[config.mk]
export PLATFORM = sky130hd
export DESIGN_NAME = vdcr_control_regs
export DESIGN_NICKNAME = d
export VERILOG_FILES = /design/src/verilog/vdcr_pkg.sv /design/src/verilog/vdcr_i2c_slave.sv /design/src/verilog/vdcr_control_regs.sv
export SDC_FILE = /design/constraint.sdc
export NUM_CORES = 1
export LEC_CHECK = 0
export ABC_CLOCK_PERIOD_IN_PS = 4700
export BUFFER_PORTS_ARGS = -buffer_cell sky130_fd_sc_hd__buf_2
export CAP_MARGIN = 20
export CORE_ASPECT_RATIO = 0.6
export CORE_MARGIN = 3
export CORE_UTILIZATION = 40
export CTS_CLUSTER_SIZE = 10
export DETAILED_ROUTE_END_ITERATION = 8
export GPL_ROUTABILITY_DRIVEN = 1
export PLACE_DENSITY = 0.61
export SLEW_MARGIN = 30
export SYNTH_ARGS = -nofsm -noshare
export SYNTH_HDL_FRONTEND = slang
export SYNTH_HIERARCHICAL = 1
export SYNTH_SLANG_ARGS = --single-unit
[constraint.sdc]
create_clock -name sys_clk -period 4.7 [get_ports sys_clk]
set_clock_uncertainty 0.05 [all_clocks]
set_input_delay 0.235 -clock sys_clk [delete_from_list [all_inputs] [get_ports sys_clk]]
set_output_delay 0.235 -clock sys_clk [all_outputs]
set_load 0.005 [all_outputs]
[src/verilog/vdcr_pkg.sv]
`default_nettype none
package vdcr_pkg;
	////////////////////////////////////////////////////////////////////////////////
	// register offsets
	localparam logic [7:0] OFF_LUMA_PROC_TWO  = 8'h08;
	localparam logic [7:0] OFF_BRIGHTNESS     = 8'h09;
	localparam logic [7:0] OFF_SATURATION     = 8'h0a;
	localparam logic [7:0] OFF_HUE            = 8'h0b;
	localparam logic [7:0] OFF_CONTRAST       = 8'h0c;
	localparam logic [7:0] OFF_OUTPUT_FORMAT  = 8'h0d;
	localparam logic [7:0] OFF_LUMA_TRAP      = 8'h0e;
	localparam logic [7:0] OFF_SHARED_PIN     = 8'h0f;
	localparam logic [7:0] OFF_CROP_START_HI  = 8'h11;
	localparam logic [7:0] OFF_CROP_START_LO  = 8'h12;
	localparam logic [7:0] OFF_CROP_STOP_HI   = 8'h13;
	localparam logic [7:0] OFF_CROP_STOP_LO   = 8'h14;
	localparam logic [7:0] OFF_GENLOCK        = 8'h15;
	localparam logic [7:0] OFF_VBLANK_START   = 8'h18;
	localparam logic [7:0] OFF_VBLANK_STOP    = 8'h19;
	localparam logic [7:0] OFF_CHROMA_ONE     = 8'h1a;
	localparam int         REG_SLOTS          = 32;
	////////////////////////////////////////////////////////////////////////////////
	// field positions
	localparam int LUMA_FILTER_BIT   = 6;
	localparam int PEAK_LSB          = 2;
	localparam int RANGE_BIT         = 6;
	localparam int CHROMA_FMT_BIT    = 5;
	localparam int BYPASS_LSB        = 3;
	localparam int PIN23_LOCK_BIT    = 6;
	localparam int VSYNC_LOCK_BIT    = 5;
	localparam int PALFLAG_LOCK_BIT  = 4;
	localparam int PIN23_SEL_BIT     = 3;
	localparam int PIN24_SEL_BIT     = 2;
	localparam int PIN27_SEL_BIT     = 1;
	localparam int CLOCK_SEL_BIT     = 0;
	localparam int ACTIVE_VIDEO_FLAG_SUPPRESS_BIT = 2;
	localparam int OSC_LSB_BIT       = 2;
	localparam int RTC_SEL_BIT       = 0;
	localparam int PLL_RESET_BIT     = 4;
	localparam int ADAPTIVE_BIT      = 3;
	localparam int COMB_BIT          = 2;
	////////////////////////////////////////////////////////////////////////////////
	// codes and limits
	localparam logic [1:0] BYPASS_DECIM     = 2'b01;
	localparam logic [1:0] BYPASS_RAW       = 2'b10;
	localparam logic [2:0] FORMAT_DISCRETE  = 3'b000;
	localparam logic [2:0] FORMAT_EMBEDDED  = 3'b111;
	localparam logic [7:0] LUMA_MIN_STD     = 8'h10;
	localparam logic [7:0] LUMA_MAX_STD     = 8'heb;
	localparam logic [7:0] CHROMA_MAX_STD   = 8'hf0;
	localparam logic [7:0] CODE_MIN_EXT     = 8'h01;
	localparam logic [7:0] CODE_MAX_EXT     = 8'hfe;
	localparam logic [7:0] CHROMA_ZERO      = 8'h80;
	localparam logic [7:0] EARLIEST_CODE    = 8'hff;
	localparam logic [7:0] EARLY_MAX        = 8'h80;
	localparam logic [6:0] DEV_ADDR         = 7'h5d;
	localparam logic [3:0] BITS_PER_BYTE    = 4'h8;
	localparam logic [3:0] LAST_BIT         = 4'h7;
	////////////////////////////////////////////////////////////////////////////////
	// serial slave states
	typedef enum logic [3:0] {
		I2C_IDLE, I2C_ADDR, I2C_ACK_ADDR, I2C_SUBADDR, I2C_ACK_SUB,
		I2C_WDATA, I2C_ACK_WR, I2C_RDATA, I2C_RACK
	} vdcr_i2c_state_t;
	////////////////////////////////////////////////////////////////////////////////
	// per-register writable bits; unmapped offsets hold nothing
	function automatic logic [7:0] vdcrWriteMask(input logic [7:0] a);
		if (a == OFF_LUMA_PROC_TWO) vdcrWriteMask = 8'h4c;
		else if (a == OFF_BRIGHTNESS || a == OFF_SATURATION || a == OFF_HUE) vdcrWriteMask = 8'hff;
		else if (a == OFF_CONTRAST || a == OFF_CROP_START_HI || a == OFF_CROP_STOP_HI) vdcrWriteMask = 8'hff;
		else if (a == OFF_VBLANK_START || a == OFF_VBLANK_STOP) vdcrWriteMask = 8'hff;
		else if (a == OFF_OUTPUT_FORMAT || a == OFF_SHARED_PIN) vdcrWriteMask = 8'h7f;
		else if (a == OFF_LUMA_TRAP || a == OFF_CROP_STOP_LO) vdcrWriteMask = 8'h03;
		else if (a == OFF_CROP_START_LO) vdcrWriteMask = 8'h07;
		else if (a == OFF_GENLOCK) vdcrWriteMask = 8'h05;
		else if (a == OFF_CHROMA_ONE) vdcrWriteMask = 8'h1f;
		else vdcrWriteMask = 8'h00;
	endfunction
	function automatic logic [7:0] vdcrResetValue(input logic [7:0] a);
		if (a == OFF_BRIGHTNESS || a == OFF_SATURATION || a == OFF_CONTRAST) vdcrResetValue = 8'h80;
		else if (a == OFF_OUTPUT_FORMAT) vdcrResetValue = 8'h47;
		else if (a == OFF_SHARED_PIN) vdcrResetValue = 8'h08;
		else if (a == OFF_GENLOCK) vdcrResetValue = 8'h05;
		else if (a == OFF_CHROMA_ONE) vdcrResetValue = 8'h0c;
		else vdcrResetValue = 8'h00;
	endfunction
	function automatic logic [REG_SLOTS-1:0][7:0] vdcrResetTable();
		for (int i = 0; i < REG_SLOTS; i++) begin
			vdcrResetTable[i] = vdcrResetValue(8'(i));
		end
	endfunction
	localparam logic [REG_SLOTS-1:0][7:0] RESET_REGS = vdcrResetTable();
endpackage
`default_nettype wire

[src/verilog/vdcr_i2c_slave.sv]
`default_nettype none
module vdcr_i2c_slave (
	input  wire logic       sys_clk,
	input  wire logic       rst,
	input  wire logic       sclIn,
	input  wire logic       sdaIn,
	output logic            sdaOut,
	output logic            sdaOe,
	input  wire logic [7:0] rdData,
	output logic [7:0]      regAddr,
	output logic [7:0]      wrData,
	output logic            wrStrobe
);
	import vdcr_pkg::*;

	typedef struct packed {
		logic [1:0]      sclSync;
		logic [1:0]      sdaSync;
		logic            sclPrev;
		logic            sdaPrev;
		vdcr_i2c_state_t state;
		logic [3:0]      bitCnt;
		logic [7:0]      shift;
		logic [7:0]      pointer;
		logic            readMode;
		logic            ackSeen;
		logic            sdaOe;
		logic            wrStrobe;
	} vdcr_i2c_t;

	vdcr_i2c_t r;
	vdcr_i2c_t n;
	logic      sclRise;
	logic      sclFall;
	logic      startCond;
	logic      stopCond;

	assign sclRise   = r.sclSync[1] & ~r.sclPrev;
	assign sclFall   = ~r.sclSync[1] & r.sclPrev;
	assign startCond = r.sclSync[1] & r.sclPrev & r.sdaPrev & ~r.sdaSync[1];
	assign stopCond  = r.sclSync[1] & r.sclPrev & ~r.sdaPrev & r.sdaSync[1];
	assign sdaOut    = 1'b0;
	assign sdaOe     = r.sdaOe;
	assign regAddr   = r.pointer;
	assign wrData    = r.shift;
	assign wrStrobe  = r.wrStrobe;

	////////////////////////////////////////////////////////////////////////////////
	always_comb begin
		n = r;
		n.sclSync = {r.sclSync[0], sclIn};
		n.sdaSync = {r.sdaSync[0], sdaIn};
		n.sclPrev = r.sclSync[1];
		n.sdaPrev = r.sdaSync[1];
		n.wrStrobe = 1'b0;
		if (startCond) begin
			n.state = I2C_ADDR;
			n.bitCnt = 4'h0;
			n.sdaOe = 1'b0;
		end else if (stopCond) begin
			n.state = I2C_IDLE;
			n.sdaOe = 1'b0;
		end else begin
			case (r.state)
				I2C_ADDR, I2C_SUBADDR, I2C_WDATA: begin
					if (sclRise) begin
						n.shift = {r.shift[6:0], r.sdaSync[1]};
						n.bitCnt = r.bitCnt + 4'h1;
					end else if (sclFall && r.bitCnt == BITS_PER_BYTE) begin
						n.bitCnt = 4'h0;
						n.sdaOe = 1'b1;
						if (r.state == I2C_ADDR) begin
							if (r.shift[7:1] == DEV_ADDR) begin
								n.state = I2C_ACK_ADDR;
								n.readMode = r.shift[0];
							end else begin
								n.state = I2C_IDLE;
								n.sdaOe = 1'b0;
							end
						end else if (r.state == I2C_SUBADDR) begin
							n.state = I2C_ACK_SUB;
							n.pointer = r.shift;
						end else begin
							n.state = I2C_ACK_WR;
							n.wrStrobe = 1'b1;
						end
					end
				end
				I2C_ACK_ADDR: begin
					if (sclFall && r.readMode) begin
						n.state = I2C_RDATA;
						n.shift = rdData;
						n.sdaOe = ~rdData[7];
					end else if (sclFall) begin
						n.state = I2C_SUBADDR;
						n.sdaOe = 1'b0;
					end
				end
				I2C_ACK_SUB, I2C_ACK_WR: begin
					if (sclFall) begin
						n.state = I2C_WDATA;
						n.sdaOe = 1'b0;
						if (r.state == I2C_ACK_WR) n.pointer = r.pointer + 8'h01;
					end
				end
				I2C_RDATA: begin
					if (sclFall && r.bitCnt == LAST_BIT) begin
						n.state = I2C_RACK;
						n.sdaOe = 1'b0;
						n.bitCnt = 4'h0;
						n.pointer = r.pointer + 8'h01;
					end else if (sclFall) begin
						n.shift = {r.shift[6:0], 1'b0};
						n.sdaOe = ~r.shift[6];
						n.bitCnt = r.bitCnt + 4'h1;
					end
				end
				I2C_RACK: begin
					if (sclRise) begin
						n.ackSeen = ~r.sdaSync[1];
					end else if (sclFall && r.ackSeen) begin
						n.state = I2C_RDATA;
						n.shift = rdData;
						n.sdaOe = ~rdData[7];
					end else if (sclFall) begin
						n.state = I2C_IDLE;
					end
				end
				default: begin
				end
			endcase
		end
	end

	always_ff @(posedge sys_clk or posedge rst) begin
		if (rst) begin
			r <= '{sclSync: 2'b11, sdaSync: 2'b11, sclPrev: 1'b1, sdaPrev: 1'b1, state: I2C_IDLE, default: '0};
		end else begin
			r <= n;
		end
	end
endmodule
`default_nettype wire

[src/verilog/vdcr_control_regs.sv]
`default_nettype none
// Summary of operation
// RQ1: filter bit picks comb or chroma trap
// RQ2: peaking gain codes 0, 0.5, 1, 2
// RQ3: brightness unsigned byte, reset 128
// RQ4: saturation and contrast unsigned, reset 128
// RQ5: hue signed phase byte, reset zero
// RQ6: range bit picks standard or extended clipping
// RQ7: chroma coded offset binary or two's complement
// RQ8: bypass selects normal, decimated or raw data
// RQ9: format selects discrete or embedded sync
// RQ10: trap select picks one of four notches
// RQ11: override bits put combined lock on pins
// RQ12: pin selects field parity/lock, vsync/pal flag
// RQ13: request pin: interrupt, or general/vertical blank
// RQ14: clock pin: sample clock or pixel clock
// RQ15: crop position applies on low byte write
// RQ16: crop positions ten-bit signed, reset zero
// RQ17: active flag optionally suppressed in blanking
// RQ18: host keeps active pixel count even
// RQ19: oscillator lsb force and lock/rtc output select
// RQ20: blank edges shift later or earlier by lines
// RQ21: blank window drives flag and luma bypass
// RQ22: pll reset self-clears, marked next line
// RQ23: chroma gain mode; comb enables reset set
// RQ24: reserved bits zero; glitch-free registered updates
module vdcr_control_regs (
	input  wire logic       sys_clk,
	input  wire logic       rst,

	// serial pins
	input  wire logic       sclIn,
	input  wire logic       sdaIn,
	output logic            sdaOut,
	output logic            sdaOe,

	// pixel sources
	input  wire logic [7:0] lumaIn,
	input  wire logic [7:0] chromaIn,
	input  wire logic [7:0] decimLumaIn,
	input  wire logic [7:0] decimChromaIn,
	input  wire logic [7:0] adcSampleIn,

	// line timing
	input  wire logic [9:0] lineNumber,
	input  wire logic       lineStart,
	input  wire logic [9:0] blankStartLine,
	input  wire logic [9:0] blankStopLine,

	// status inputs
	input  wire logic       activeVideoIn,
	input  wire logic       fieldParityIn,
	input  wire logic       subcarrierLockIn,
	input  wire logic       realTimeControlIn,
	input  wire logic       vsyncIn,
	input  wire logic       palLineFlagIn,
	input  wire logic       horizontalLock,
	input  wire logic       verticalLock,
	input  wire logic       interruptRequestIn,
	input  wire logic       generalPurposeIn,
	input  wire logic       vblankPinSelect,
	input  wire logic       lumaBypassVblankEnable,

	// pixel out
	output logic [7:0]      lumaOut,
	output logic [7:0]      chromaOut,

	// shared pins
	output logic            pin23Out,
	output logic            pin24Out,
	output logic            pin27Out,
	output logic            clockPinPixel,

	// register fields
	output logic            lumaChromaTrap,
	output logic [1:0]      peakingGain,
	output logic [7:0]      brightness,
	output logic [7:0]      saturation,
	output logic [7:0]      hue,
	output logic [7:0]      contrast,
	output logic [1:0]      trapSelect,

	// format decode
	output logic            syncEmbedded,
	output logic            formatReserved,

	// crop and blank
	output logic [9:0]      activeStartPixel,
	output logic [9:0]      activeStopPixel,
	output logic            activeVideoFlag,
	output logic            verticalBlankFlag,
	output logic            lumaBypassActive,

	// genlock and chroma
	output logic            oscillatorLsbForce,
	output logic            colourPllReset,
	output logic            subcarrierPhaseResetFlag,
	output logic [1:0]      autoChromaGain,
	output logic            adaptiveCombEnable,
	output logic            combEnable
);
	import vdcr_pkg::*;

	typedef struct packed {
		// register file, one byte per offset
		logic [REG_SLOTS-1:0][7:0] regs;

		logic [9:0]                startPixel;
		logic [9:0]                stopPixel;

		logic [7:0]                lumaOut;
		logic [7:0]                chromaOut;
		logic                      bypassPhase;

		logic                      pin23;
		logic                      pin24;
		logic                      pin27;

		logic                      vblank;
		logic                      active_video_flag;
		logic                      lumaBypass;

		logic                      phaseResetPending;
		logic                      phaseResetFlag;
	} vdcr_regs_t;

	vdcr_regs_t  r;
	vdcr_regs_t  n;

	logic [7:0]  regAddr;
	logic [7:0]  wrData;
	logic        wrStrobe;
	logic [7:0]  rdData;

	logic [7:0]  pinCfg;
	logic        lockBoth;
	logic        carrierOrRtc;
	logic        inBlank;
	logic        pllResetWrite;

	logic signed [11:0] blankStartEdge;
	logic signed [11:0] blankStopEdge;
	logic signed [11:0] lineSigned;

	logic [7:0]  chromaOffset;
	logic [7:0]  chromaClipped;
	logic [7:0]  clipLow;
	logic [7:0]  lumaHigh;
	logic [7:0]  chromaHigh;

	////////////////////////////////////////////////////////////////////////////////
	// serial control port
	vdcr_i2c_slave u_serial (
		.sys_clk  (sys_clk),
		.rst      (rst),
		.sclIn    (sclIn),
		.sdaIn    (sdaIn),
		.sdaOut   (sdaOut),
		.sdaOe    (sdaOe),
		.rdData   (rdData),
		.regAddr  (regAddr),
		.wrData   (wrData),
		.wrStrobe (wrStrobe)
	);

	////////////////////////////////////////////////////////////////////////////////
	// helpers
	// saturate a code into lo..hi
	function automatic logic [7:0] clip8(input logic [7:0] x, input logic [7:0] lo, input logic [7:0] hi);
		if (x < lo) begin
			clip8 = lo;
		end else if (x > hi) begin
			clip8 = hi;
		end else begin
			clip8 = x;
		end
	endfunction

	// positive codes move the edge later, codes 0x81 to 0xff move it earlier
	function automatic logic signed [11:0] shiftEdge(input logic [9:0] std, input logic [7:0] code);
		logic [7:0] earlier;
		earlier = (code == EARLIEST_CODE) ? EARLY_MAX : {1'b0, code[6:0]};
		if (code[7]) begin
			shiftEdge = $signed({2'b00, std}) - $signed({4'h0, earlier});
		end else begin
			shiftEdge = $signed({2'b00, std}) + $signed({5'h00, code[6:0]});
		end
	endfunction

	////////////////////////////////////////////////////////////////////////////////
	// readback: reserved bits and the self-clearing pll bit read zero
	always_comb begin
		rdData = 8'h00;
		if (regAddr[7:5] == 3'b000) begin
			rdData = r.regs[regAddr[4:0]] & vdcrWriteMask(regAddr); // see RQ24
			if (regAddr == OFF_CHROMA_ONE) begin
				rdData[PLL_RESET_BIT] = 1'b0; // see RQ22
			end
		end
	end

	////////////////////////////////////////////////////////////////////////////////
	// shared terms
	assign pinCfg         = r.regs[OFF_SHARED_PIN[4:0]];
	assign lockBoth       = horizontalLock & verticalLock; // see RQ11
	assign carrierOrRtc   = r.regs[OFF_GENLOCK[4:0]][RTC_SEL_BIT] ? realTimeControlIn
	                        : (subcarrierLockIn | r.phaseResetFlag); // see RQ19 see RQ22
	assign pllResetWrite  = wrStrobe && regAddr == OFF_CHROMA_ONE && wrData[PLL_RESET_BIT];

	assign blankStartEdge = shiftEdge(blankStartLine, r.regs[OFF_VBLANK_START[4:0]]); // see RQ20
	assign blankStopEdge  = shiftEdge(blankStopLine, r.regs[OFF_VBLANK_STOP[4:0]]); // see RQ20
	assign lineSigned     = $signed({2'b00, lineNumber});
	assign inBlank        = (lineSigned >= blankStartEdge) && (lineSigned < blankStopEdge); // see RQ21

	assign clipLow        = r.regs[OFF_OUTPUT_FORMAT[4:0]][RANGE_BIT] ? CODE_MIN_EXT : LUMA_MIN_STD; // see RQ6
	assign lumaHigh       = r.regs[OFF_OUTPUT_FORMAT[4:0]][RANGE_BIT] ? CODE_MAX_EXT : LUMA_MAX_STD; // see RQ6
	assign chromaHigh     = r.regs[OFF_OUTPUT_FORMAT[4:0]][RANGE_BIT] ? CODE_MAX_EXT : CHROMA_MAX_STD; // see RQ6
	// chroma is clipped in offset form, then recoded to two's complement when the format bit is set
	assign chromaOffset   = {~chromaIn[7], chromaIn[6:0]};
	assign chromaClipped  = clip8(chromaOffset, clipLow, chromaHigh);

	////////////////////////////////////////////////////////////////////////////////
	// next state
	always_comb begin
		n = r;
		n.regs[OFF_CHROMA_ONE[4:0]][PLL_RESET_BIT] = 1'b0; // see RQ22

		for (int i = 0; i < REG_SLOTS; i++) begin
			if (wrStrobe && regAddr == 8'(i)) begin
				n.regs[i] = wrData & vdcrWriteMask(8'(i)); // see RQ24
			end
		end

		// crop positions move only when the low byte lands
		if (wrStrobe && regAddr == OFF_CROP_START_LO) begin
			n.startPixel = {r.regs[OFF_CROP_START_HI[4:0]], wrData[1:0]}; // see RQ15 see RQ16
		end

		if (wrStrobe && regAddr == OFF_CROP_STOP_LO) begin
			n.stopPixel = {r.regs[OFF_CROP_STOP_HI[4:0]], wrData[1:0]}; // see RQ15 see RQ16
		end

		// phase reset is marked for the whole line after the write
		if (lineStart) begin
			n.phaseResetFlag = r.phaseResetPending; // see RQ22
			n.phaseResetPending = 1'b0;
		end
		if (pllResetWrite) begin
			n.phaseResetPending = 1'b1; // see RQ22
		end

		// blank window and the flags it gates
		n.vblank = inBlank; // see RQ21
		n.lumaBypass = inBlank & lumaBypassVblankEnable; // see RQ21
		n.active_video_flag = activeVideoIn & ~(r.regs[OFF_CROP_START_LO[4:0]][ACTIVE_VIDEO_FLAG_SUPPRESS_BIT] & inBlank); // see RQ17

		// shared pins
		if (pinCfg[PIN23_SEL_BIT]) begin
			n.pin23 = carrierOrRtc; // see RQ12
		end else if (pinCfg[PIN23_LOCK_BIT]) begin
			n.pin23 = lockBoth; // see RQ11
		end else begin
			n.pin23 = fieldParityIn; // see RQ12
		end
		if (pinCfg[PIN24_SEL_BIT]) begin
			n.pin24 = pinCfg[PALFLAG_LOCK_BIT] ? lockBoth : palLineFlagIn; // see RQ11 see RQ12
		end else begin
			n.pin24 = pinCfg[VSYNC_LOCK_BIT] ? lockBoth : vsyncIn; // see RQ11 see RQ12
		end
		if (pinCfg[PIN27_SEL_BIT]) begin
			n.pin27 = vblankPinSelect ? inBlank : generalPurposeIn; // see RQ13
		end else begin
			n.pin27 = interruptRequestIn; // see RQ13
		end

		// pixel datapath
		n.bypassPhase = 1'b0;
		case (r.regs[OFF_OUTPUT_FORMAT[4:0]][BYPASS_LSB +: 2])
			BYPASS_DECIM: begin
				n.bypassPhase = ~r.bypassPhase; // see RQ8
				n.lumaOut = r.bypassPhase ? decimChromaIn : decimLumaIn; // see RQ8
				n.chromaOut = CHROMA_ZERO;
			end
			BYPASS_RAW: begin
				n.lumaOut = adcSampleIn; // see RQ8
				n.chromaOut = CHROMA_ZERO;
			end
			default: begin
				n.lumaOut = clip8(lumaIn, clipLow, lumaHigh); // see RQ6
				if (r.regs[OFF_OUTPUT_FORMAT[4:0]][CHROMA_FMT_BIT]) begin
					n.chromaOut = {~chromaClipped[7], chromaClipped[6:0]}; // see RQ7
				end else begin
					n.chromaOut = chromaClipped; // see RQ7
				end
			end
		endcase
	end

	// one register stage holds all state except the serial slave's, which u_serial registers itself
	always_ff @(posedge sys_clk or posedge rst) begin
		if (rst) begin
			r <= '{regs: RESET_REGS, default: '0};
		end else begin
			r <= n;
		end
	end

	////////////////////////////////////////////////////////////////////////////////
	// outputs from flip-flops; syncEmbedded and formatReserved are decoded from register bits
	assign lumaOut                  = r.lumaOut;
	assign chromaOut                = r.chromaOut;

	assign pin23Out                 = r.pin23;
	assign pin24Out                 = r.pin24;
	assign pin27Out                 = r.pin27;
	assign clockPinPixel            = pinCfg[CLOCK_SEL_BIT]; // see RQ14

	assign lumaChromaTrap           = r.regs[OFF_LUMA_PROC_TWO[4:0]][LUMA_FILTER_BIT]; // see RQ1
	assign peakingGain              = r.regs[OFF_LUMA_PROC_TWO[4:0]][PEAK_LSB +: 2]; // see RQ2

	assign brightness               = r.regs[OFF_BRIGHTNESS[4:0]]; // see RQ3
	assign saturation               = r.regs[OFF_SATURATION[4:0]]; // see RQ4
	assign hue                      = r.regs[OFF_HUE[4:0]]; // see RQ5
	assign contrast                 = r.regs[OFF_CONTRAST[4:0]]; // see RQ4

	assign trapSelect               = r.regs[OFF_LUMA_TRAP[4:0]][1:0]; // see RQ10
	assign syncEmbedded             = r.regs[OFF_OUTPUT_FORMAT[4:0]][2:0] == FORMAT_EMBEDDED; // see RQ9
	assign formatReserved           = (r.regs[OFF_OUTPUT_FORMAT[4:0]][2:0] != FORMAT_EMBEDDED)
	                                  && (r.regs[OFF_OUTPUT_FORMAT[4:0]][2:0] != FORMAT_DISCRETE); // see RQ9

	assign activeStartPixel         = r.startPixel;
	assign activeStopPixel          = r.stopPixel;
	assign activeVideoFlag          = r.active_video_flag;
	assign verticalBlankFlag        = r.vblank;
	assign lumaBypassActive         = r.lumaBypass;

	assign oscillatorLsbForce       = r.regs[OFF_GENLOCK[4:0]][OSC_LSB_BIT]; // see RQ19
	assign colourPllReset           = r.regs[OFF_CHROMA_ONE[4:0]][PLL_RESET_BIT]; // see RQ22
	assign subcarrierPhaseResetFlag = r.phaseResetFlag;
	assign autoChromaGain           = r.regs[OFF_CHROMA_ONE[4:0]][1:0]; // see RQ23
	assign adaptiveCombEnable       = r.regs[OFF_CHROMA_ONE[4:0]][ADAPTIVE_BIT]; // see RQ23
	assign combEnable               = r.regs[OFF_CHROMA_ONE[4:0]][COMB_BIT]; // see RQ23
endmodule
`default_nettype wire

### Word-level counts from Yosys, hierarchy flattened

Cells that the tools add are included.

| word-level totals | value |
|---|---|
| flip-flop bits (word level) | 335 |
| logic and storage cells | 394 |

| cells by class | value |
|---|---|
| multiplexer cells | 129 |
| reductions and logical operators | 63 |
| $add $sub $neg | 6 |
| bitwise operators | 58 |
| $lt $le $gt $ge | 7 |
| equality and inequality tests | 73 |

Operators with widths:

| operator | count |
|---|---|
| two-way mux 8 bit | 59 |
| bitwise AND 8 bit | 33 |
| == test 8 x 5 -> 1 bit, second input constant | 16 |
| == test 8 x 4 -> 1 bit, second input constant | 8 |
| two-way mux 4 bit | 12 |
| binary-select mux 8 bit (select 5 bit) | 1 |
| logical AND 1 bit | 39 |
| two-way mux 12 bit | 3 |
| two-way mux 5 bit | 7 |
| == test 8 x 3 -> 1 bit, second input constant | 4 |
| one-hot mux 16 bit (2 select lines) | 1 |
| one-hot mux 8 bit (4 select lines) | 1 |
| two-way mux 1 bit | 31 |
| inequality test 4 x 1 -> 1 bit, second input constant | 6 |
| one-hot mux 8 bit (3 select lines) | 1 |
| adder 10 x 7 -> 11 bit | 2 |
| two-way mux 22 bit | 1 |
| subtractor 10 x 8 -> 11 bit | 2 |
| == test 4 x 3 -> 1 bit, second input constant | 5 |
| inequality test 2 x 1 -> 1 bit, second input constant | 10 |
| one-hot mux 4 bit (5 select lines) | 1 |
| two-way mux 9 bit | 2 |
| == test 8 x 2 -> 1 bit, second input constant | 2 |
| == test 8 bit, second input constant | 2 |
| 42 further kinds | 87 |

### Depth between registers and ports, before layout

Gate-level depths: netlist (run 1).

| depth | value |
|---|---|
| depth after elaboration | 20 |
| mapped depth | 21 |
| gate-level depth less buffers | 19 |

### By module

The synthesis (run 1) kept the hierarchy.

By module, submodules not included:

| module | seq. area each (µm²) | times used | area an instance (µm²) | cells an instance |
|---|---|---|---|---|
| vdcr_control_regs | 3418.3 | 1 | 9241.4 | 893 |
| vdcr_i2c_slave | 858.3 | 1 | 2247.2 | 244 |

### Least setup slack after synthesis (run 1)

No wires, ideal clock.

| path | value |
|---|---|
| path kind | reg-to-reg |
| from | register r[252] in the netlist's numbering |
| to | register r (netlist bit activeVideoFlag) |
| cell stages (with the launch flop) | 22 |
| data required time | 4522 ps |
| clock period less this slack | 4312 ps |
| setup time | 128 ps |
| data arrival time | 4135 ps |
| slack | 388 ps |
| path buffers | 2 |
| cells stage by stage | dfrtp_1 > buf_2 > inv_1 > or4_1 > clkbuf_1 > and2_1 > ha_1 > inv_1 > fa_1 > nand2_1 > a21oi_1 > o21a_1 > nor2_1 > xor2_1 > a221o_1 > ha_1 > a21oi_1 > and3_1 > a21oi_1 > a2111oi_1 > o211a_1 > a21boi_0 |

RTL lines:

| item | RTL line | RTL |
|---|---|---|
| start: declaration | vdcr_control_regs.sv:127 | `vdcr_regs_t r;` |
| start signal: assignment | vdcr_control_regs.sv:304 | `r <= n;` |

==> flow_summary.json, run 1 <==
{
  "status": "completed",
  "cts_tree": "built",
  "grt_overflow": 0,
  "muxShareOfSynthArea_pct": 17.0,
  "clk_latency_ns": 0.44,
  "reg2reg_slack_ns": 0.32,
  "synth_enable_flop_cells": 0,
  "finalSetupTns_ns": 0,
  "drc": 0,
  "htreeDepth": 4,
  "rsz0062_at_grt": "no",
  "crit_type": "reg2reg",
  "globalplace.congestion": 0.921,
  "synth_compound_area_share_pct": 14.3,
  "final_antenna_net_count": 0,
  "min_to": "pin27Out$_DFF_PP0_",
  "place.port_buffers": 176,
  "antenna_found_initial": 0,
  "ff2ff_path_depth": 19,
  "synthFlopType": "dfrtp_1",
  "root_buffer": "clkbuf_16",
  "dieWidth_um": 225,
  "fp.coreArea_sq_mm": 0.0279,
  "mostFrequentLayoutCell": "buf_2",
  "numCtsBuffers": 17,
  "drive_above_1_share_pct": 33.4,
  "synth_area_sq_mm": 0.0115,
  "first_global_vias": 8505,
  "worst_ep_arrival_time_ns": 4.66,
  "grt_use_total_pct": 21.1,
  "final_cell_mix": "buf_2 (176), dfrtp_1 (150), mux2_2 (139)",
  "finalCriticalPeriod_ns": 4.38,
  "cts.path.max_buffers": 2,
  "cellLeakagePower_nw": 5.95,
  "required_ns": 4.98,
  "max-cap-violations": 0,
  "wl_per_cell_um": 20.4,
  "reg2reg_from": "r[249]$_DFFE_PP0P_",
  "grt_pass1_wl_mm": 50.0,
  "hp-start": "generalPurposeIn",
  "pin_count": 178,
  "ys_ff_latch": 170,
  "avgSynthCellArea_sq_um": 10.1,
  "finalCritPeriodShare_pct": 93.3,
  "synth_nets": 1292,
  "via_per_inst": 5.69,
  "hold_path_depth": 3,
  "grt_max_degree": 88,
  "synth_top_family_by_area": "multiplexers",
  "setup_ws_ns": 0.316,
  "synth_cell_types": 84,
  "cp-start-kind": "flop",
  "yosysWarnings": 6,
  "place_ws_ns": -0.0209,
  "fillers": 2657,
  "die_area_sq_mm": 0.0309,
  "synthCells": 1137,
  "end_kind": "flop",
  "syn2layout_area_growth_pct": 10.6,
  "hold_violations": 0,
  "finalSetupViolCount": 0,
  "final_util_pct": 45.5,
  "nets": 1371,
  "vias": 9078,
  "start_util_pct": 41.1,
  "hp-class": "in2reg",
  "drtPass1Iterations": 6,
  "timing.slew.headroom_pct": 42.2,
  "drtIter0Drc": 738,
  "report.final.slew_viol_count": 0,
  "fp.dieH_um": 137,
  "synthSimpleGateAreaFrac_pct": 13.4,
  "cts.sinks": 170,
  "vdd_ir_drop_max_mv": 0.147,
  "ys_seq_area_share_pct": 37.2,
  "synth_adder_area_share_pct": 7.67,
  "hpwl_mm": 24.5,
  "row_count": 47,
  "fmaxAchievable_ghz": 0.228,
  "synthXorXnorAreaFrac_pct": 1.30,
  "tightest_slew_ns": 0.867,
  "clkTransAtPathRegs_ns": 0.07,
  "r2r_end": "lumaBypassActive$_DFF_PP0_",
  "p_per_area_mw_per_mm2": 262,
  "n_antenna_cell": 0,
  "postCtsSetupRepairBufs": 0,
  "synthArstFlopShare_pct": 100,
  "critPathMaxFanout": 5,
  "routed_wl_mm": 32.6
}
## metal layers
metal	track usage, %	part of all wire, %	vias up
li1	-	-	4213
met1	33.6	51	4493
met2	27.9	39	341
met3	5.43	8.0	31
met4	5.15	1.3	0
met5	0	0	-
## synth_stat cells (5+ instances only)
cell      number  share of area (%)
a21o_1         9               0.59
buf_2         17               0.74
nor2_1        66                2.2
and3_1        10               0.54
a21oi_1       57                2.5
nand4_1       10               0.54
buf_4         93                6.1
nor3_1        20               0.87
nand3b_1       5               0.33
dfrtp_1      152                 33
o22ai_1        9               0.49
dfstp_2       18                4.1
a221oi_1       9               0.69
or3_1          7               0.38
o211ai_1       8               0.52
mux2i_1       28                2.4
a211oi_1       6               0.39
nand2b_1      16               0.87
o21a_1        17                1.1
xor2_1         8               0.61
clkbuf_1      24               0.78
or2_2          5               0.27
and2_1        13               0.71
mux2_2       139                 14
a22oi_1        9               0.59
ha_1          64                7.0
nor2_2         5               0.27
mux4_2         5               0.98
inv_1         37                1.2
xnor2_1        9               0.69
nand3_1       14               0.61
nand2_1       68                2.2
o21ai_0       60                2.6
nor2b_1       19                1.0
## critical path, cell delays in order, from the launching register on
cell,delay [ns]
dfrtp_1,0.45
nand4_1,0.10
or4_1,0.52
and2_1,0.19
ha_1,0.20
inv_1,0.07
fa_1,0.17
nand2_1,0.10
a21oi_2,0.21
o21a_1,0.13
nor2_1,0.04
xor2_1,0.15
a221o_1,0.36
ha_1,0.33
o2111ai_1,0.13
a31o_2,0.27
a21oi_1,0.24
a2111oi_4,0.07
o211a_1,0.31
and2_1,0.18
## worst max path at each step
stage,startpoint,to,slack [ns],depth (start not counted)
floorplan,r[252]$_DFFE_PP0P_,activeVideoFlag$_DFF_PP0_,0.39,21
global placement,r[249]$_DFFE_PP0P_,activeVideoFlag$_DFF_PP0_,0.17,19
detailed placement,r[249]$_DFFE_PP0P_,activeVideoFlag$_DFF_PP0_,-0.02,19
CTS,r[249]$_DFFE_PP0P_,activeVideoFlag$_DFF_PP0_,0.11,19
global route,r[246]$_DFFE_PP0P_,lumaBypassActive$_DFF_PP0_,0.05,19
finish,r[249]$_DFFE_PP0P_,lumaBypassActive$_DFF_PP0_,0.32,19
## registers in the layout, indices dropped and copies added (netlist names), 10 cells and up
name / cells
activeStartPixel: 10
activeStopPixel: 10
r: 43
u_serial/r: 12
## cells by family after synthesis
family          count (synthesis)
flops                         170
xor+xnor                       17
other cells                     1
simple gates                  288
fa+ha+maj                      68
mux                           172
buf+inv                       175
compound gates                246
## power by group
group          switching (mW)  leakage [nW]  internal [mW]
sequential              0.162          2.25           1.50
clock                   0.602         0.257          0.744
combinational           0.168          3.44          0.156
## area by class of cell
| cell class | instances | area (sq um) | area share (%) |
|---|---|---|---|
| Inverter | 37 | 144 | 1.13 |
| Clock buffer | 22 | 454 | 3.58 |
| Multi-Input combinational cell | 792 | 6200 | 48.8 |
| Timing Repair Buffer | 198 | 1070 | 8.43 |
| Sequential cell | 170 | 4280 | 33.7 |
| Tap cell | 367 | 459 | 3.61 |
| Clock inverter | 10 | 96.3 | 0.758 |
## per-stage QoR
| stage | power [mW] | cell area [sq um] | cells | hold WS (ns) |
|---|---|---|---|---|
| 6_report | 3.33 | 12700 | 1596 | 0.0216 |
| 2_1_floorplan | 1.85 | 11500 | 1137 | 0.189 |
| 3_3_place_gp | 1.99 | 12000 | 1554 | 0.296 |
| 3_5_place_dp | 2.00 | 12000 | 1554 | 0.297 |
| 4_1_cts | 3.36 | 12700 | 1596 | 0.00517 |
| 5_1_grt | 3.47 | 12700 | 1596 | 0.0320 |
## timing repair
item                                    in CTS  in global routing
resized for setup                            1                  2
endpoints found under the hold margin      116                  0
hold buffers                                10                  0
cloned                                       0                  0
endpoints found under the setup margin       2                  4
pin swaps                                    0                  3
No activity file was read; power rests on OpenSTA's default activity.
==> run 2: changes to the inputs <==
- SETUP_SLACK_MARGIN: default -> 0.3
- SYNTH_HIERARCHICAL: 1 -> default
==> run 2 against run 1 <==
Clock power is 13% higher. Synthesized area is 1.5% higher. Critical path depth stayed put. Core utilization is 1.2 points higher. Sequential power is 17% higher. Power is 49% higher. Sequential share of layout area is 1.1 points lower. Flip-flop and latch count stayed put. Largest power group unchanged.
==> flow_summary.json, run 2 <==
{
  "yosys.area.top_type_share_pct": 32.6,
  "crit_type": "reg2reg",
  "final_cell_mix": "buf_2 (176), dfrtp_1 (151), mux2_2 (115)",
  "finalCritPeriodShare_pct": 87.6,
  "final_antenna_net_count": 0,
  "min_to": "lumaOut[6]$_DFF_PP0_",
  "status": "completed",
  "report.final.slew_viol_count": 0,
  "htreeDepth": 4,
  "fp.coreArea_sq_mm": 0.0281,
  "critPathMaxFanout": 8,
  "fmaxAchievable_ghz": 0.243,
  "ys_top_cells_by_area": "dfrtp_1 (33%), mux2_2 (11%), ha_1 (7.2%)",
  "dieWidth_um": 226,
  "hpwl_mm": 25.9,
  "r2r_end": "activeVideoFlag$_DFF_PP0_",
  "pin_count": 178,
  "largest_reg_flops": 43,
  "reg2reg_slack_ns": 0.58,
  "ff2ff_path_depth": 19,
  "globalplace.congestion": 0.997,
  "cts.path.max_buffers": 2,
  "cp-startpoint": "r[248]$_DFFE_PP0P_",
  "rsz0062_at_grt": "no",
  "n_antenna_cell": 0,
  "cp_cell_sequence": "nand4_1, or2_2, and2_1, ha_1, inv_1, fa_1, nand2_1, a21oi_2, o31a_1, o21ai_0, a22oi_1, xor2_1, ha_1, o211ai_1, nor4_1, a311o_1, a21oi_2, a32oi_2, o31a_1",
  "clkTransAtPathRegs_ns": 0.07,
  "routed_wl_mm": 34.5,
  "synthTopCellsByCount": "dfrtp_1 (152), mux2_2 (115), nand2_1 (90)",
  "finalSetupTns_ns": 0,
  "grt_use_total_pct": 21.8,
  "root_buffer": "clkbuf_16",
  "regMostFlops": "r",
  "yosysMostFrequentCell": "dfrtp_1",
  "finalCriticalPeriod_ns": 4.12,
  "drive_above_1_share_pct": 31.7,
  "ys_ff_latch": 170,
  "synthArstFlopShare_pct": 100,
  "timing.slew.headroom_pct": 39.5,
  "tightest_slew_ns": 0.907,
  "yosysWarnings": 0,
  "hp-start": "lumaIn[6]",
  "required_ns": 4.99,
  "yosysTopAreaCell": "dfrtp_1",
  "cts_tree": "built",
  "first_global_vias": 8992,
  "place.port_buffers": 176,
  "cellLeakagePower_nw": 6.21,
  "end_kind": "flop",
  "slowest_stage": "dfrtp_1",
  "synth_enable_flop_cells": 0,
  "p_per_area_mw_per_mm2": 379,
  "cp-start-kind": "flop",
  "ff_latch_area_sq_mm": 0.00428,
  "finalSetupViolCount": 0,
  "hold_violations": 0,
  "start_util_pct": 41.5,
  "fillers": 2641,
  "row_count": 47,
  "hold_path_depth": 3,
  "grt_max_degree": 131,
  "grt_overflow": 0,
  "worst_ep_arrival_time_ns": 4.41,
  "reg2reg_from": "r[248]$_DFFE_PP0P_",
  "synthCells": 1169,
  "clk_latency_ns": 0.45,
  "vdd_ir_drop_max_mv": 0.220,
  "die_area_sq_mm": 0.0313,
  "vias": 9447,
  "numCtsBuffers": 17,
  "synthFlopType": "dfrtp_1",
  "synth_nets": 1327,
  "critPathMaxStageDelay_ns": 0.41,
  "antenna_found_initial": 0,
  "max-cap-violations": 0,
  "hp-class": "in2reg",
  "synth_cell_types": 84,
  "ys_seq_area_share_pct": 36.7,
  "multi_input_area_sq_mm": 0.00643,
  "cts.sinks": 170,
  "syn2layout_area_growth_pct": 12.5,
  "via_per_inst": 5.75,
  "drc": 0,
  "mostFrequentLayoutCell": "buf_2",
  "nets": 1421,
  "hold-worst-slack_ns": 0.0335,
  "synth_area_sq_mm": 0.0117,
  "reg_top3": "r: 43 flops, u_serial.r: 12 flops",
  "drtPass1Iterations": 6,
  "grt_pass1_wl_mm": 53.0,
  "drtIter0Drc": 945,
  "avgSynthCellArea_sq_um": 9.98,
  "fp.dieH_um": 138,
  "power_mw": 4.97,
  "wl_per_cell_um": 21.0
}
==> run 2: changes by cell type in the layout (fill, tap and decap cells not counted), moves of 8 or more <==
| cell | change |
|---|---|
| and3_1 | -8 |
| nand3_1 | +14 |
| mux2_2 | -24 |
| mux2_4 | +14 |
| nor2_1 | -11 |
| nand2_1 | +22 |
==> run 2: layer usage <==
metal	routed length [um]	vias to the layer above	GRT usage, %
met5	0	-	0
met4	484	0	5.24
met3	3330	36	6.57
met2	13700	394	28.8
met1	17000	4627	34.2
li1	-	4390	-
==> run 2: worst max path at each step <==
stage and end:
3_5_place_dp activeVideoFlag$_DFF_PP0_, 6_report activeVideoFlag$_DFF_PP0_, 2_1_floorplan activeVideoFlag$_DFF_PP0_, 4_1_cts activeVideoFlag$_DFF_PP0_, 5_1_grt activeVideoFlag$_DFF_PP0_, 3_3_place_gp activeVideoFlag$_DFF_PP0_
==> run 2: area by class of cell <==
class                           instances  area share (%)
Multi-Input combinational cell        824            49.0
Sequential cell                       170            32.6
Timing Repair Buffer                  208            8.98
Clock buffer                           24            3.60
Tap cell                              367            3.50
Inverter                               42            1.23
Clock inverter                          8            1.09
==> run 2: cell families (layout without fill, tap and decap cells) <==
| kind of cell | count (synthesis) | in the layout | share of synthesized area [%] |
|---|---|---|---|
| flip-flops | 170 | 170 | 36.7 |
| XOR/XNOR | 25 | 25 | 1.88 |
| other | 1 | 1 | 0.0321 |
| AO/OA/AOI/OAI | 267 | 267 | 15.5 |
| adder cells (fa/ha/maj) | 71 | 71 | 7.87 |
| AND/OR/NAND/NOR | 302 | 302 | 13.8 |
| buffers and inverters | 175 | 282 | 8.39 |
| multiplexers | 158 | 158 | 15.9 |
==> run 2: worst max-delay path: cells and delay by family (launching register included) <==
family | cells | cell delay, ns
compound gates | 9 | 1.74
xor+xnor | 1 | 0.20
fa+ha+maj | 3 | 0.64
buf+inv | 1 | 0.07
flops | 1 | 0.41
simple gates | 5 | 0.88
==> run 2: report_power, final <==
part / internal, mW / switching, mW / leakage, nW
Clock: 0.916 / 0.600 / 0.298
Sequential: 1.57 / 0.385 / 2.23
Combinational: 0.565 / 0.940 / 3.68
Total: 3.05 / 1.93 / 6.21
==> run 2: timing repair <==
action	CTS	global route
endpoints found under the hold margin	45	0
resized for setup	0	4
hold buffers	13	0
buffers inserted	0	6
endpoints found under the setup margin	0	4
==> run 2: per-stage QoR <==
step | worst slack (ns) | std cells | util [%] | area [sq um]
floorplan | 0.788 | 1169 | - | 11700
global placement | 0.651 | 1591 | 43.7 | 12300
detailed placement | 0.597 | 1591 | 43.7 | 12300
CTS | 0.558 | 1636 | 46.4 | 13000
global route | 0.276 | 1643 | 46.7 | 13100
finish | 0.582 | 1643 | 46.7 | 13100
